$ cat src/verilog/phy_cfg_pkg.sv
// Functional notes
// - mac port control bits 15:8 and 2 ignore writes, read zero
// - bit 7 enables mac port; resets 1 or from strap by variant
// - bits 6:5 set receive fifo half level, reset 2'b10
// - bits 4:3 set transmit fifo half level, reset 2'b10
// - bit 1 shifts transmit clock against data, reset clear
// - bit 0 shifts receive clock against data, reset clear
// - second register bit 4 bypasses async fifo; other bits read zero
// - timeout enabled: receive frame longer than 1.5 ms is cut off
// - bits 10:7 set unlock recovery timeout in ms, reset 4'hf
// - bit 6 forces good 100 Mb/s link indication
// - bit 5 selects enhanced ternary detection, reset one
// - bit 4 selects enhanced gap detection, reset clear
// - bit 3 bypasses receive block decoder
// - bit 2 turns off transmit scrambler
// - bit 1 enables odd nibble detection
// - bit 0 enables early receive valid
package phy_cfg_pkg;
    localparam int ADDR_W = 5;
    localparam int DATA_W = 16;
    localparam logic [ADDR_W-1:0] MAC_PORT_CONTROL_ADDR = 5'h12;
    localparam logic [ADDR_W-1:0] MAC_PORT_CONTROL_TWO_ADDR = 5'h13;
    localparam logic [ADDR_W-1:0] FAST_ETH_CONFIG_ADDR = 5'h03;
    localparam logic [6:0] MAC_PORT_CONTROL_REG = 7'h32;
    localparam logic [6:0] FAST_ETH_CONFIG_REG = 7'h43;
    localparam logic [6:0] MAC_PORT_CONTROL_TWO_REG = 7'h33;
    // mac port control fields
    localparam int MPC_EN_BIT = 7;
    localparam int MPC_RX_LO = 5;
    localparam int MPC_TX_LO = 3;
    localparam int MPC_TXD_BIT = 1;
    localparam int MPC_RXD_BIT = 0;
    localparam logic [1:0] HALF_LEVEL_RST = 2'h2;
    localparam int MPC2_BYP_BIT = 4;
    // fast ethernet config fields
    localparam int FEC_TO_OFF_BIT = 11;
    localparam int FEC_TO_LO = 7;
    localparam int FEC_FORCE_BIT = 6;
    localparam int FEC_TERN_BIT = 5;
    localparam int FEC_GAP_BIT = 4;
    localparam int FEC_DEC_BIT = 3;
    localparam int FEC_SCR_BIT = 2;
    localparam int FEC_ODD_BIT = 1;
    localparam int FEC_EARLY_BIT = 0;
    localparam logic [3:0] UNSCRAMBLE_TIMEOUT_RST = 4'hf;
    // timing
    localparam int CLK_PERIOD_NS = 10;
    localparam int FRAME_LIMIT_US10 = 15;
    localparam int FRAME_LIMIT_CYC = FRAME_LIMIT_US10 * 100 * 1000 / (10 * CLK_PERIOD_NS) * 10;
    localparam int MS_CYC = 1000000 / CLK_PERIOD_NS;
endpackage

$ cat src/verilog/phy_cfg_timer.sv
`timescale 1ns/1ps
// frame length guard; counts while a receive frame is active
module phy_cfg_timer
    import phy_cfg_pkg::*;
#(
    parameter int LIMIT = FRAME_LIMIT_CYC
) (
    input wire logic core_clk, // clock
    input wire logic arst_n, // async reset
    input wire logic frame_active, // receive frame in progress
    input wire logic guard_on, // guard enabled
    output logic overrun // frame exceeded limit
);
    logic [31:0] count;

    always_ff @(posedge core_clk or negedge arst_n) begin
        if (!arst_n) begin
            count <= 32'h0;
        end else if (!frame_active) begin
            count <= 32'h0;
        end else if (count < 32'(LIMIT)) begin
            count <= count + 32'h1;
        end
    end

    always_ff @(posedge core_clk or negedge arst_n) begin
        if (!arst_n) begin
            overrun <= 1'b0;
        end else begin
            overrun <= guard_on && frame_active && (count >= 32'(LIMIT));
        end
    end
endmodule

$ cat src/verilog/phy_mac_port_and_fast_eth_config.sv
// The strobed register port was chosen for this implementation.
`timescale 1ns/1ps
// ****************************************
// register bank and its steering outputs
// ****************************************
module phy_mac_port_and_fast_eth_config
    import phy_cfg_pkg::*;
#(
    parameter bit STRAP_VARIANT = 1'b0, // 1: enable comes from strap
    parameter int FRAME_LIMIT = FRAME_LIMIT_CYC,
    parameter int ONE_MS = MS_CYC
) (
    input wire logic core_clk, // 100 MHz clock
    input wire logic arst_n, // async reset, active low
    input wire logic [ADDR_W-1:0] addr, // register address
    input wire logic [DATA_W-1:0] wdata, // write data
    input wire logic wr, // write strobe
    input wire logic rd, // read strobe
    output logic [DATA_W-1:0] rdata, // read data, cycle after rd
    input wire logic mac_enable_strap, // enable strap pin
    input wire logic rx_frame_active, // receive frame in progress
    input wire logic descrambler_locked, // descrambler lock from pcs
    output logic mac_port_enable, // mac interface enabled
    output logic [1:0] rx_fifo_half_level, // rx fifo threshold
    output logic [1:0] tx_fifo_half_level, // tx fifo threshold
    output logic tx_clk_shift, // shift tx clock
    output logic rx_clk_shift, // shift rx clock
    output logic async_fifo_bypass, // bypass async fifo
    output logic unscramble_timeout_off, // timeout disabled
    output logic [3:0] unscramble_timeout_ms, // unlock recovery ms
    output logic force_link_good, // forced 100 Mb/s link
    output logic enhanced_ternary_detect, // ternary detect mode
    output logic enhanced_gap_detect, // gap detect mode
    output logic rx_block_decoder_bypass, // decoder bypass
    output logic scrambler_off, // scrambler disabled
    output logic odd_nibble_detect, // odd nibble detect on
    output logic early_receive_valid, // early rx valid
    output logic rx_frame_abort, // cut off over-long frame
    output logic unlock_recovery_expired // unlock persisted past timeout
);
    // ****************************************
    // strap capture after reset release
    // ****************************************
    logic strap_s1, strap_s2, strap_taken, strap_v1, strap_v2;
    logic [DATA_W-1:0] mpc, mpc2, fec;

    always_ff @(posedge core_clk or negedge arst_n) begin
        if (!arst_n) begin
            strap_s1 <= 1'b0;
            strap_s2 <= 1'b0;
        end else begin
            strap_s1 <= mac_enable_strap;
            strap_s2 <= strap_s1;
        end
    end

    // load window stays open until the second stage holds the pin, not its reset zero
    always_ff @(posedge core_clk or negedge arst_n) begin
        if (!arst_n) begin
            strap_v1 <= 1'b0;
            strap_v2 <= 1'b0;
            strap_taken <= 1'b0;
        end else begin
            strap_v1 <= 1'b1;
            strap_v2 <= strap_v1;
            strap_taken <= strap_v2;
        end
    end

    // ****************************************
    // register writes
    // ****************************************
    logic wr_mpc, wr_mpc2, wr_fec;
    assign wr_mpc = wr && addr == MAC_PORT_CONTROL_ADDR;
    assign wr_mpc2 = wr && addr == MAC_PORT_CONTROL_TWO_ADDR;
    assign wr_fec = wr && addr == FAST_ETH_CONFIG_ADDR;

    logic en_bit;
    always_ff @(posedge core_clk or negedge arst_n) begin
        if (!arst_n) begin
            en_bit <= 1'b1;
        end else if (wr_mpc) begin
            en_bit <= wdata[MPC_EN_BIT];
        end else if (STRAP_VARIANT && !strap_taken) begin
            en_bit <= strap_s2;
        end
    end

    logic [1:0] rx_lvl, tx_lvl;
    logic txd, rxd, byp;
    always_ff @(posedge core_clk or negedge arst_n) begin
        if (!arst_n) begin
            rx_lvl <= HALF_LEVEL_RST;
            tx_lvl <= HALF_LEVEL_RST;
            txd <= 1'b0;
            rxd <= 1'b0;
        end else if (wr_mpc) begin
            rx_lvl <= wdata[MPC_RX_LO +: 2];
            tx_lvl <= wdata[MPC_TX_LO +: 2];
            txd <= wdata[MPC_TXD_BIT];
            rxd <= wdata[MPC_RXD_BIT];
        end
    end

    always_ff @(posedge core_clk or negedge arst_n) begin
        if (!arst_n) begin
            byp <= 1'b0;
        end else if (wr_mpc2) begin
            byp <= wdata[MPC2_BYP_BIT];
        end
    end

    logic [11:0] fec_bits;
    always_ff @(posedge core_clk or negedge arst_n) begin
        if (!arst_n) begin
            fec_bits <= {1'b0, UNSCRAMBLE_TIMEOUT_RST, 7'h20};
        end else if (wr_fec) begin
            fec_bits <= wdata[11:0];
        end
    end

    // reserved bits are never stored, so they read zero
    always_comb begin
        mpc = '0;
        mpc[MPC_EN_BIT] = en_bit;
        mpc[MPC_RX_LO +: 2] = rx_lvl;
        mpc[MPC_TX_LO +: 2] = tx_lvl;
        mpc[MPC_TXD_BIT] = txd;
        mpc[MPC_RXD_BIT] = rxd;
        mpc2 = '0;
        mpc2[MPC2_BYP_BIT] = byp;
        fec = {4'h0, fec_bits};
    end

    // ****************************************
    // read port
    // ****************************************
    always_ff @(posedge core_clk or negedge arst_n) begin
        if (!arst_n) begin
            rdata <= '0;
        end else if (rd) begin
            unique case (addr)
                MAC_PORT_CONTROL_ADDR: rdata <= mpc;
                MAC_PORT_CONTROL_TWO_ADDR: rdata <= mpc2;
                FAST_ETH_CONFIG_ADDR: rdata <= fec;
                default: rdata <= '0;
            endcase
        end else begin
            rdata <= '0;
        end
    end

    // ****************************************
    // steering outputs
    // ****************************************
    assign mac_port_enable = en_bit;
    assign rx_fifo_half_level = rx_lvl;
    assign tx_fifo_half_level = tx_lvl;
    assign tx_clk_shift = txd;
    assign rx_clk_shift = rxd;
    assign async_fifo_bypass = byp;
    assign unscramble_timeout_off = fec_bits[FEC_TO_OFF_BIT];
    assign unscramble_timeout_ms = fec_bits[FEC_TO_LO +: 4];
    assign force_link_good = fec_bits[FEC_FORCE_BIT];
    assign enhanced_ternary_detect = fec_bits[FEC_TERN_BIT];
    assign enhanced_gap_detect = fec_bits[FEC_GAP_BIT];
    assign rx_block_decoder_bypass = fec_bits[FEC_DEC_BIT];
    assign scrambler_off = fec_bits[FEC_SCR_BIT];
    assign odd_nibble_detect = fec_bits[FEC_ODD_BIT];
    assign early_receive_valid = fec_bits[FEC_EARLY_BIT];

    // ****************************************
    // frame guard and unlock recovery timer
    // ****************************************
    logic frame_s1, frame_s2, lock_s1, lock_s2;
    always_ff @(posedge core_clk or negedge arst_n) begin
        if (!arst_n) begin
            frame_s1 <= 1'b0;
            frame_s2 <= 1'b0;
            lock_s1 <= 1'b0;
            lock_s2 <= 1'b0;
        end else begin
            frame_s1 <= rx_frame_active;
            frame_s2 <= frame_s1;
            lock_s1 <= descrambler_locked;
            lock_s2 <= lock_s1;
        end
    end

    // set state of the disable bit is read as guard off
    phy_cfg_timer #(
        .LIMIT(FRAME_LIMIT)
    ) u_guard (
        .core_clk(core_clk),
        .arst_n(arst_n),
        .frame_active(frame_s2),
        .guard_on(!fec_bits[FEC_TO_OFF_BIT]),
        .overrun(rx_frame_abort)
    );

    logic [31:0] ms_div;
    logic [3:0] ms_count;
    logic ms_tick;
    assign ms_tick = ms_div == 32'(ONE_MS - 1);

    always_ff @(posedge core_clk or negedge arst_n) begin
        if (!arst_n) begin
            ms_div <= 32'h0;
        end else if (lock_s2 || ms_tick) begin
            ms_div <= 32'h0;
        end else begin
            ms_div <= ms_div + 32'h1;
        end
    end

    always_ff @(posedge core_clk or negedge arst_n) begin
        if (!arst_n) begin
            ms_count <= 4'h0;
        end else if (lock_s2) begin
            ms_count <= 4'h0;
        end else if (ms_tick && ms_count != 4'hf) begin
            ms_count <= ms_count + 4'h1;
        end
    end

    always_ff @(posedge core_clk or negedge arst_n) begin
        if (!arst_n) begin
            unlock_recovery_expired <= 1'b0;
        end else begin
            unlock_recovery_expired <= !lock_s2 && ms_count >= unscramble_timeout_ms;
        end
    end

    // ****************************************
    // checks
    // ****************************************
    property p_reserved_zero;
        @(posedge core_clk) disable iff (!arst_n)
        rd && addr == MAC_PORT_CONTROL_ADDR |=> rdata[15:8] == 8'h0 && !rdata[2];
    endproperty
    a_reserved_zero: assert property (p_reserved_zero) else $error("reserved bits not zero");

    property p_en_write;
        @(posedge core_clk) disable iff (!arst_n)
        wr_mpc |=> mac_port_enable == $past(wdata[MPC_EN_BIT]);
    endproperty
    a_en_write: assert property (p_en_write) else $error("enable not written");

    property p_rx_lvl;
        @(posedge core_clk) disable iff (!arst_n)
        wr_mpc |=> rx_fifo_half_level == $past(wdata[6:5]);
    endproperty
    a_rx_lvl: assert property (p_rx_lvl) else $error("rx level wrong");

    property p_tx_lvl;
        @(posedge core_clk) disable iff (!arst_n)
        wr_mpc |=> tx_fifo_half_level == $past(wdata[4:3]);
    endproperty
    a_tx_lvl: assert property (p_tx_lvl) else $error("tx level wrong");

    property p_clk_shift;
        @(posedge core_clk) disable iff (!arst_n)
        wr_mpc |=> tx_clk_shift == $past(wdata[1]) && rx_clk_shift == $past(wdata[0]);
    endproperty
    a_clk_shift: assert property (p_clk_shift) else $error("clock shift wrong");

    property p_bypass_read;
        @(posedge core_clk) disable iff (!arst_n)
        rd && addr == MAC_PORT_CONTROL_TWO_ADDR |=> rdata == {11'h0, async_fifo_bypass, 4'h0};
    endproperty
    a_bypass_read: assert property (p_bypass_read) else $error("bypass readback wrong");

    property p_guard_off;
        @(posedge core_clk) disable iff (!arst_n)
        unscramble_timeout_off ##1 unscramble_timeout_off |-> !rx_frame_abort;
    endproperty
    a_guard_off: assert property (p_guard_off) else $error("abort while guard off");

    property p_fec_read;
        @(posedge core_clk) disable iff (!arst_n)
        rd && addr == FAST_ETH_CONFIG_ADDR && !wr |=> rdata[11:0] == $past(fec_bits);
    endproperty
    a_fec_read: assert property (p_fec_read) else $error("config readback wrong");
endmodule

$ cat config.mk
export PLATFORM = sky130hd
export DESIGN_NAME = phy_mac_port_and_fast_eth_config
export DESIGN_NICKNAME = d
export VERILOG_FILES = /design/src/verilog/phy_cfg_pkg.sv /design/src/verilog/phy_cfg_timer.sv /design/src/verilog/phy_mac_port_and_fast_eth_config.sv
export SDC_FILE = /design/constraint.sdc
export NUM_CORES = 1
export LEC_CHECK = 0
export ABC_AREA = 1
export BUFFER_PORTS_ARGS = -buffer_cell sky130_fd_sc_hd__buf_2
export CORE_UTILIZATION = 55
export CTS_BUF_LIST = sky130_fd_sc_hd__clkbuf_2 sky130_fd_sc_hd__clkbuf_4 sky130_fd_sc_hd__clkbuf_8
export CTS_CLUSTER_SIZE = 8
export DETAILED_ROUTE_END_ITERATION = 10
export GPL_TIMING_DRIVEN = 0
export PLACE_DENSITY = 0.81
export REMOVE_ABC_BUFFERS = 1
export SETUP_SLACK_MARGIN = 0.02
export SLEW_MARGIN = 20
export SYNTH_ARGS = -nofsm -noshare
export SYNTH_HDL_FRONTEND = slang
export SYNTH_SLANG_ARGS = --single-unit
$ cat constraint.sdc
create_clock -name core_clk -period 4.4 [get_ports core_clk]
set_input_delay 0.88 -clock core_clk [delete_from_list [all_inputs] [get_ports core_clk]]
set_output_delay 0.88 -clock core_clk [all_outputs]
set_load 0.01 [all_outputs]
# --- Word level (Yosys, flattened, before mapping) ---
# Cells that the tools add are included.
totals:
  regBits: 106
  inputBits: 28
  out_inout_bits: 38
op_classes:
  add_sub_neg: 3
  n_lt_le_gt_ge: 3
  n_eq_ne: 6
  mux: 7
  n_reduce_logical: 11
ops:
  columns: ["op", "n"]
  rows:
  - ["32-bit two-way mux", 3]
  - ["32-bit by 1-bit adder with 32-bit output (second input constant)", 2]
  - ["12-bit case mux with 3 select lines", 1]
  - ["32-bit by 17-bit == test with 1-bit output (second input constant)", 1]
  - ["32-bit by 18-bit >= comparator with 1-bit output (second input constant)", 1]
  - ["32-bit by 18-bit < comparator with 1-bit output (second input constant)", 1]
  - ["12-bit two-way mux", 1]
  - ["5-bit == test (second input constant)", 2]
  - ["4-bit two-way mux", 2]
  - ["1-bit logical AND", 7]
  - ["5-bit by 2-bit == test with 1-bit output (second input constant)", 1]
  - ["4-bit by 1-bit adder with 4-bit output (second input constant)", 1]
  - ["4-bit >= comparator", 1]
  - ["4-bit inequality test (second input constant)", 1]
  - ["1-bit logical NOT", 2]
  - ["2-bit by 1-bit inequality test with 1-bit output (second input constant)", 1]
  - ["2-bit nonzero test", 1]
  - ["1-bit logical OR", 1]

# --- Depth between registers and ports, before layout ---
logic_depth:
  depth_word: 4
  depth_mapped: 11
  depth_no_buf: 10

# --- By module ---
# A second synthesis with hierarchy kept.
hier_totals:
  cells_unflattened: 774
  hier_area_um2: 5718.0
by_module_without_submodules:
  columns: ["module", "instances", "cells_each", "area_each_um2", "seq_area_each_um2"]
  rows:
  - ["phy_mac_port_and_fast_eth_config", 1, 512, 3794.9, 1836.8]
  - ["phy_cfg_timer", 1, 262, 1923.1, 825.8]

# --- Least setup slack after synthesis ---
# OpenSTA, ideal clock, no wires.
synth_timing:
  path_type: "input -> register"
  from: "in addr[0]"
  to: "reg rx_lvl[0], in the netlist rx_fifo_half_level[0]"
  arrival_time_ns: 1.696
  t_required_ns: 4.269
  setup_slack_ns: 2.573
  cell_stages: 7
  cell_sequence: "nor3_1 nand3_1 inv_1 nand2_1 clkbuf_1 nand2_1 o21ai_0"
synth_via:
  elab_chain_cells: 2
synth_rtl:
  columns: ["element", "line", "text"]
  rows:
  - ["start, declared", "phy_mac_port_and_fast_eth_config.sv:15", "input wire logic [ADDR_W-1:0] addr,"]
  - ["5-bit == test", "phy_mac_port_and_fast_eth_config.sv:74", "assign wr_mpc = wr && addr == MAC_PORT_CONTROL_ADDR;"]
  - ["1-bit logical AND", "phy_mac_port_and_fast_eth_config.sv:74", null]
  - ["end signal, assigned", "phy_mac_port_and_fast_eth_config.sv:98", "rx_lvl <= wdata[MPC_RX_LO +: 2];"]
  - ["end, declared", "phy_mac_port_and_fast_eth_config.sv:89", "logic [1:0] rx_lvl, tx_lvl;"]
# Every way passes these cells.
# A chain may end at the register's enable or synchronous reset.

# --- Worst setup path in the final report ---
layout_timing:
  from: "reg ms_div[0]"
  to: "reg ms_div[30]"
layout_via:
  elab_chain_cells: 3
  word_cells_on_any_way: 4
  classes_between: "1 x add/sub; 1 x eq/ne; 1 x mux; 1 x reduce/logical"
layout_rtl:
  columns: ["element", "line", "text"]
  rows:
  - ["start, declared", "phy_mac_port_and_fast_eth_config.sv:201", "logic [31:0] ms_div;"]
  - ["start signal, assigned", "phy_mac_port_and_fast_eth_config.sv:212", "ms_div <= ms_div + 32'h1;"]
  - ["parallel branches: the longest is 2 deep, another holds 32-bit by 1-bit adder with 32-bit output", null, null]
  - ["32-bit two-way mux (*)", "phy_mac_port_and_fast_eth_config.sv:209", "end else if (lock_s2 || ms_tick) begin"]
# Mark *: on every way between the ends.

==> flow_summary_export.csv <==
group,metric,value,unit
outcome,status,"finished clean",
drt,wl_met2,5613,um
cts,htreeDepth,3,
floorplan,die_area,10420,um^2
cts,post_cts_resized,0,
synthesis,syn_avg_cell_area,7.849,um^2
cts,clk-insertion-delay-late,380,ps
global_route,track_usage,24.50,%
floorplan,core_area,9729,um^2
synthesis,synthTopCellsByArea,"dfrtp_1 (45%), nand2_1 (12%), nor2_1 (7.8%), inv_1 (6.1%), nand3_1 (4.5%)",
placement,portBuffers,56,
synthesis,synthCells,702,
synthesis,ys_seq_area_share,48.32,%
drt,postRouteAntennaNets,0,
placement,dpl.hpwl,8317,um
synthesis,yosysTopAreaCellShare,44.50,%
run,cap_viol_max_count,0,
drt,drcViolationCount,0,
finish,layout-drive-gt1-share,14.21,%
cts,cts_sinks,106,
finish,fin_nets,791,
drt,drtIter0Drc,220,
global_route,grt_max_degree,69,
floorplan,placementRows,36,
sta,skew,11.17,ps
drt,wl_per_cell,13.00,um
sta,max_slew_margin,44.95,%
drt,met1_length,5215,um
global_route,grt_overflow_total,0,
finish,nFillCells,843,
synthesis,ys_types,35,
drt,firstDrtPassIters,5,
setup_path,cp_max_fo,32,
cts,cts_tree,"yes",
power,powerDensity,297.1,nW/um^2
sta,setup_tns,0,ps
drt,route.met3.wl,623,um
drt,vias,4645,
sta,setup_viol,0,
floorplan,die-height,102.1,um
power,leakage,3.031,nW
sta,fmax,486.3,MHz
cts,cts_made_buffers,9,
global_route,antenna_found_initial,0,
min_path,holdCritPathClass,"register to register",
synthesis,ys_warn_count,0,
global_route,grt_pass1_vias,4398,
setup_path,end_kind,"register",
floorplan,die_w,102.1,um
cts,path_clk_slew,110,ps
setup_path,worstPathArrival,2280,ps
drt,routed_wl,11610,um
synthesis,ys_ff_latch,106,
sta,max_slew.worst_pin.slew,822.6,ps
sta,drv_slew,0,
placement,place_congestion,0.8845,
drt,via_per_inst,5.202,
power,peakVddDrop,0.3132,mV
cts,clockBufferDepth,2,
cts,ctsHoldBuffers,0,
setup_path,critPathLaunchType,"register",
cts,post_cts_buffers,0,
power,finalPower,1.806,mW
global_route,grt_pass1_wl,19860,um
synthesis,synth_area,5510,um^2
drt,highest_layer,"met4",
floorplan,io-pin-count,66,
floorplan,start_util,56.64,%
sta,grt_setup_unrepaired,"false",
setup_path,worst-endpoint-required,4630,ps
cts,root_buffer,"clkbuf_8",
sta,hold_violations,0,
finish,diodes,0,
sta,min_period,2056,ps
sta,finalCritPeriodShare,46.74,%
synthesis,synth_largest_area_cell,"dfrtp_1",
setup_path,critPathKind,"register to register",
finish,syn_to_final_growth,10.31,%
[where the power goes]
part	switching [mW]	internal [mW]	leakage, nW
combinational	0.0978	0.0586	1.52
clock	0.349	0.236	0.0955
sequential	0.0388	1.03	1.42
[synthesized netlist by cell type]
cell	instances
ha_1	8
buf_12	1
inv_1	89
buf_4	5
nand3b_1	1
nand3_1	49
inv_2	2
xnor2_1	3
nor2_1	114
nand2_2	3
nor3_1	15
clkbuf_1	6
o21ai_2	1
nand2_4	2
nand2_8	1
clkinv_1	1
nor3b_1	2
buf_6	2
nor2_2	10
and3_1	1
nor2_4	3
o211ai_1	1
xor2_1	22
a21oi_1	12
o21ai_0	23
conb_1	1
a21boi_0	2
buf_2	4
dfstp_2	8
a21boi_1	1
nand3_2	3
a21oi_4	1
dfrtp_1	98
nand2_1	173
nand4_1	34
[critical path: stages (launching register included)]
cell and delay [ps]:
dfrtp_1 400, ha_1 200, nand3_1 190, nor2_1 170
nand2_1 130, o21ai_4 690, a21oi_1 130
[layer usage]
layer	up-vias	global-route usage (%)
met4	0	5.934
met3	15	7.661
met1	2210	31.53
met5	-	0
met2	100	40.47
li1	2320	-
[per-stage QoR]
stage / util (%) / setup WS [ps] / hold WS (ps) / std cells / instance area (um^2)
final: 62.47 / 2344 / 359.1 / 893 / 6078
after global routing: 62.47 / 2101 / 362.2 / 893 / 6078
after CTS: 62.46 / 2321 / 358.6 / 893 / 6077
after detailed placement: 60.51 / 1994 / 334.7 / 877 / 5887
after global placement: 60.08 / 1353 / 332.0 / 876 / 5846
after floorplan: - / 2460 / 331.2 / 687 / 5399
[cells in the final DEF (no fill, tap or decap), drive strengths merged, types with 13 or more instances in the layout]
master	netlist	routed
dfrtp	98	98
nand4	34	34
inv	91	93
xor2	22	22
nor2	127	127
nand3	52	52
a21oi	13	13
nand2	179	179
nor3	15	15
buf	12	57
o21ai	24	24
[registers in the layout (all words and copies together), names as in the netlist, 2 cells and up]
register            count
fec_bits               12
ms_count                4
ms_div                 32
rdata                  12
rx_fifo_half_level      2
tx_fifo_half_level      2
u_guard.count          32
[cell families (layout without fill, tap and decap cells)]
kind of cell / count (synthesis) / in the layout / synth area share [%]
compound gates: 41 / 41 / 4.178
buf+inv: 110 / 165 / 8.492
fa+ha+maj: 8 / 8 / 1.817
other cells: 1 / 4 / 0.06805
flops: 106 / 106 / 48.32
xor+xnor: 25 / 25 / 3.974
simple gates: 411 / 411 / 33.15
[path summary, 6_finish.rpt]
check	startpoint	depth (start not counted)	to	slack (ps)
hold reg to reg	lock_s1	0	lock_s2	360
hold / removal	lock_s1	0	lock_s2	360
min in group asynchronous	arst_n	1	u_guard.count[4]	390
setup / recovery	ms_div[0]	6	ms_div[30]	2340
setup reg to reg	ms_div[0]	6	ms_div[30]	2340
max in group asynchronous	arst_n	2	fec_bits[10]	3330
[final cells by class]
| class | count | area, um^2 | area share (%) |
|---|---|---|---|
| clock inverter | 5 | 45.04 | 0.7410 |
| tap | 133 | 166.4 | 2.738 |
| multi-input combinational | 489 | 2399 | 39.46 |
| clock buffer | 11 | 145.1 | 2.388 |
| sequential | 106 | 2664 | 43.82 |
| timing repair buffer | 57 | 314.1 | 5.167 |
| inverter | 92 | 345.3 | 5.681 |
Power figures use the tool's default switching activity.
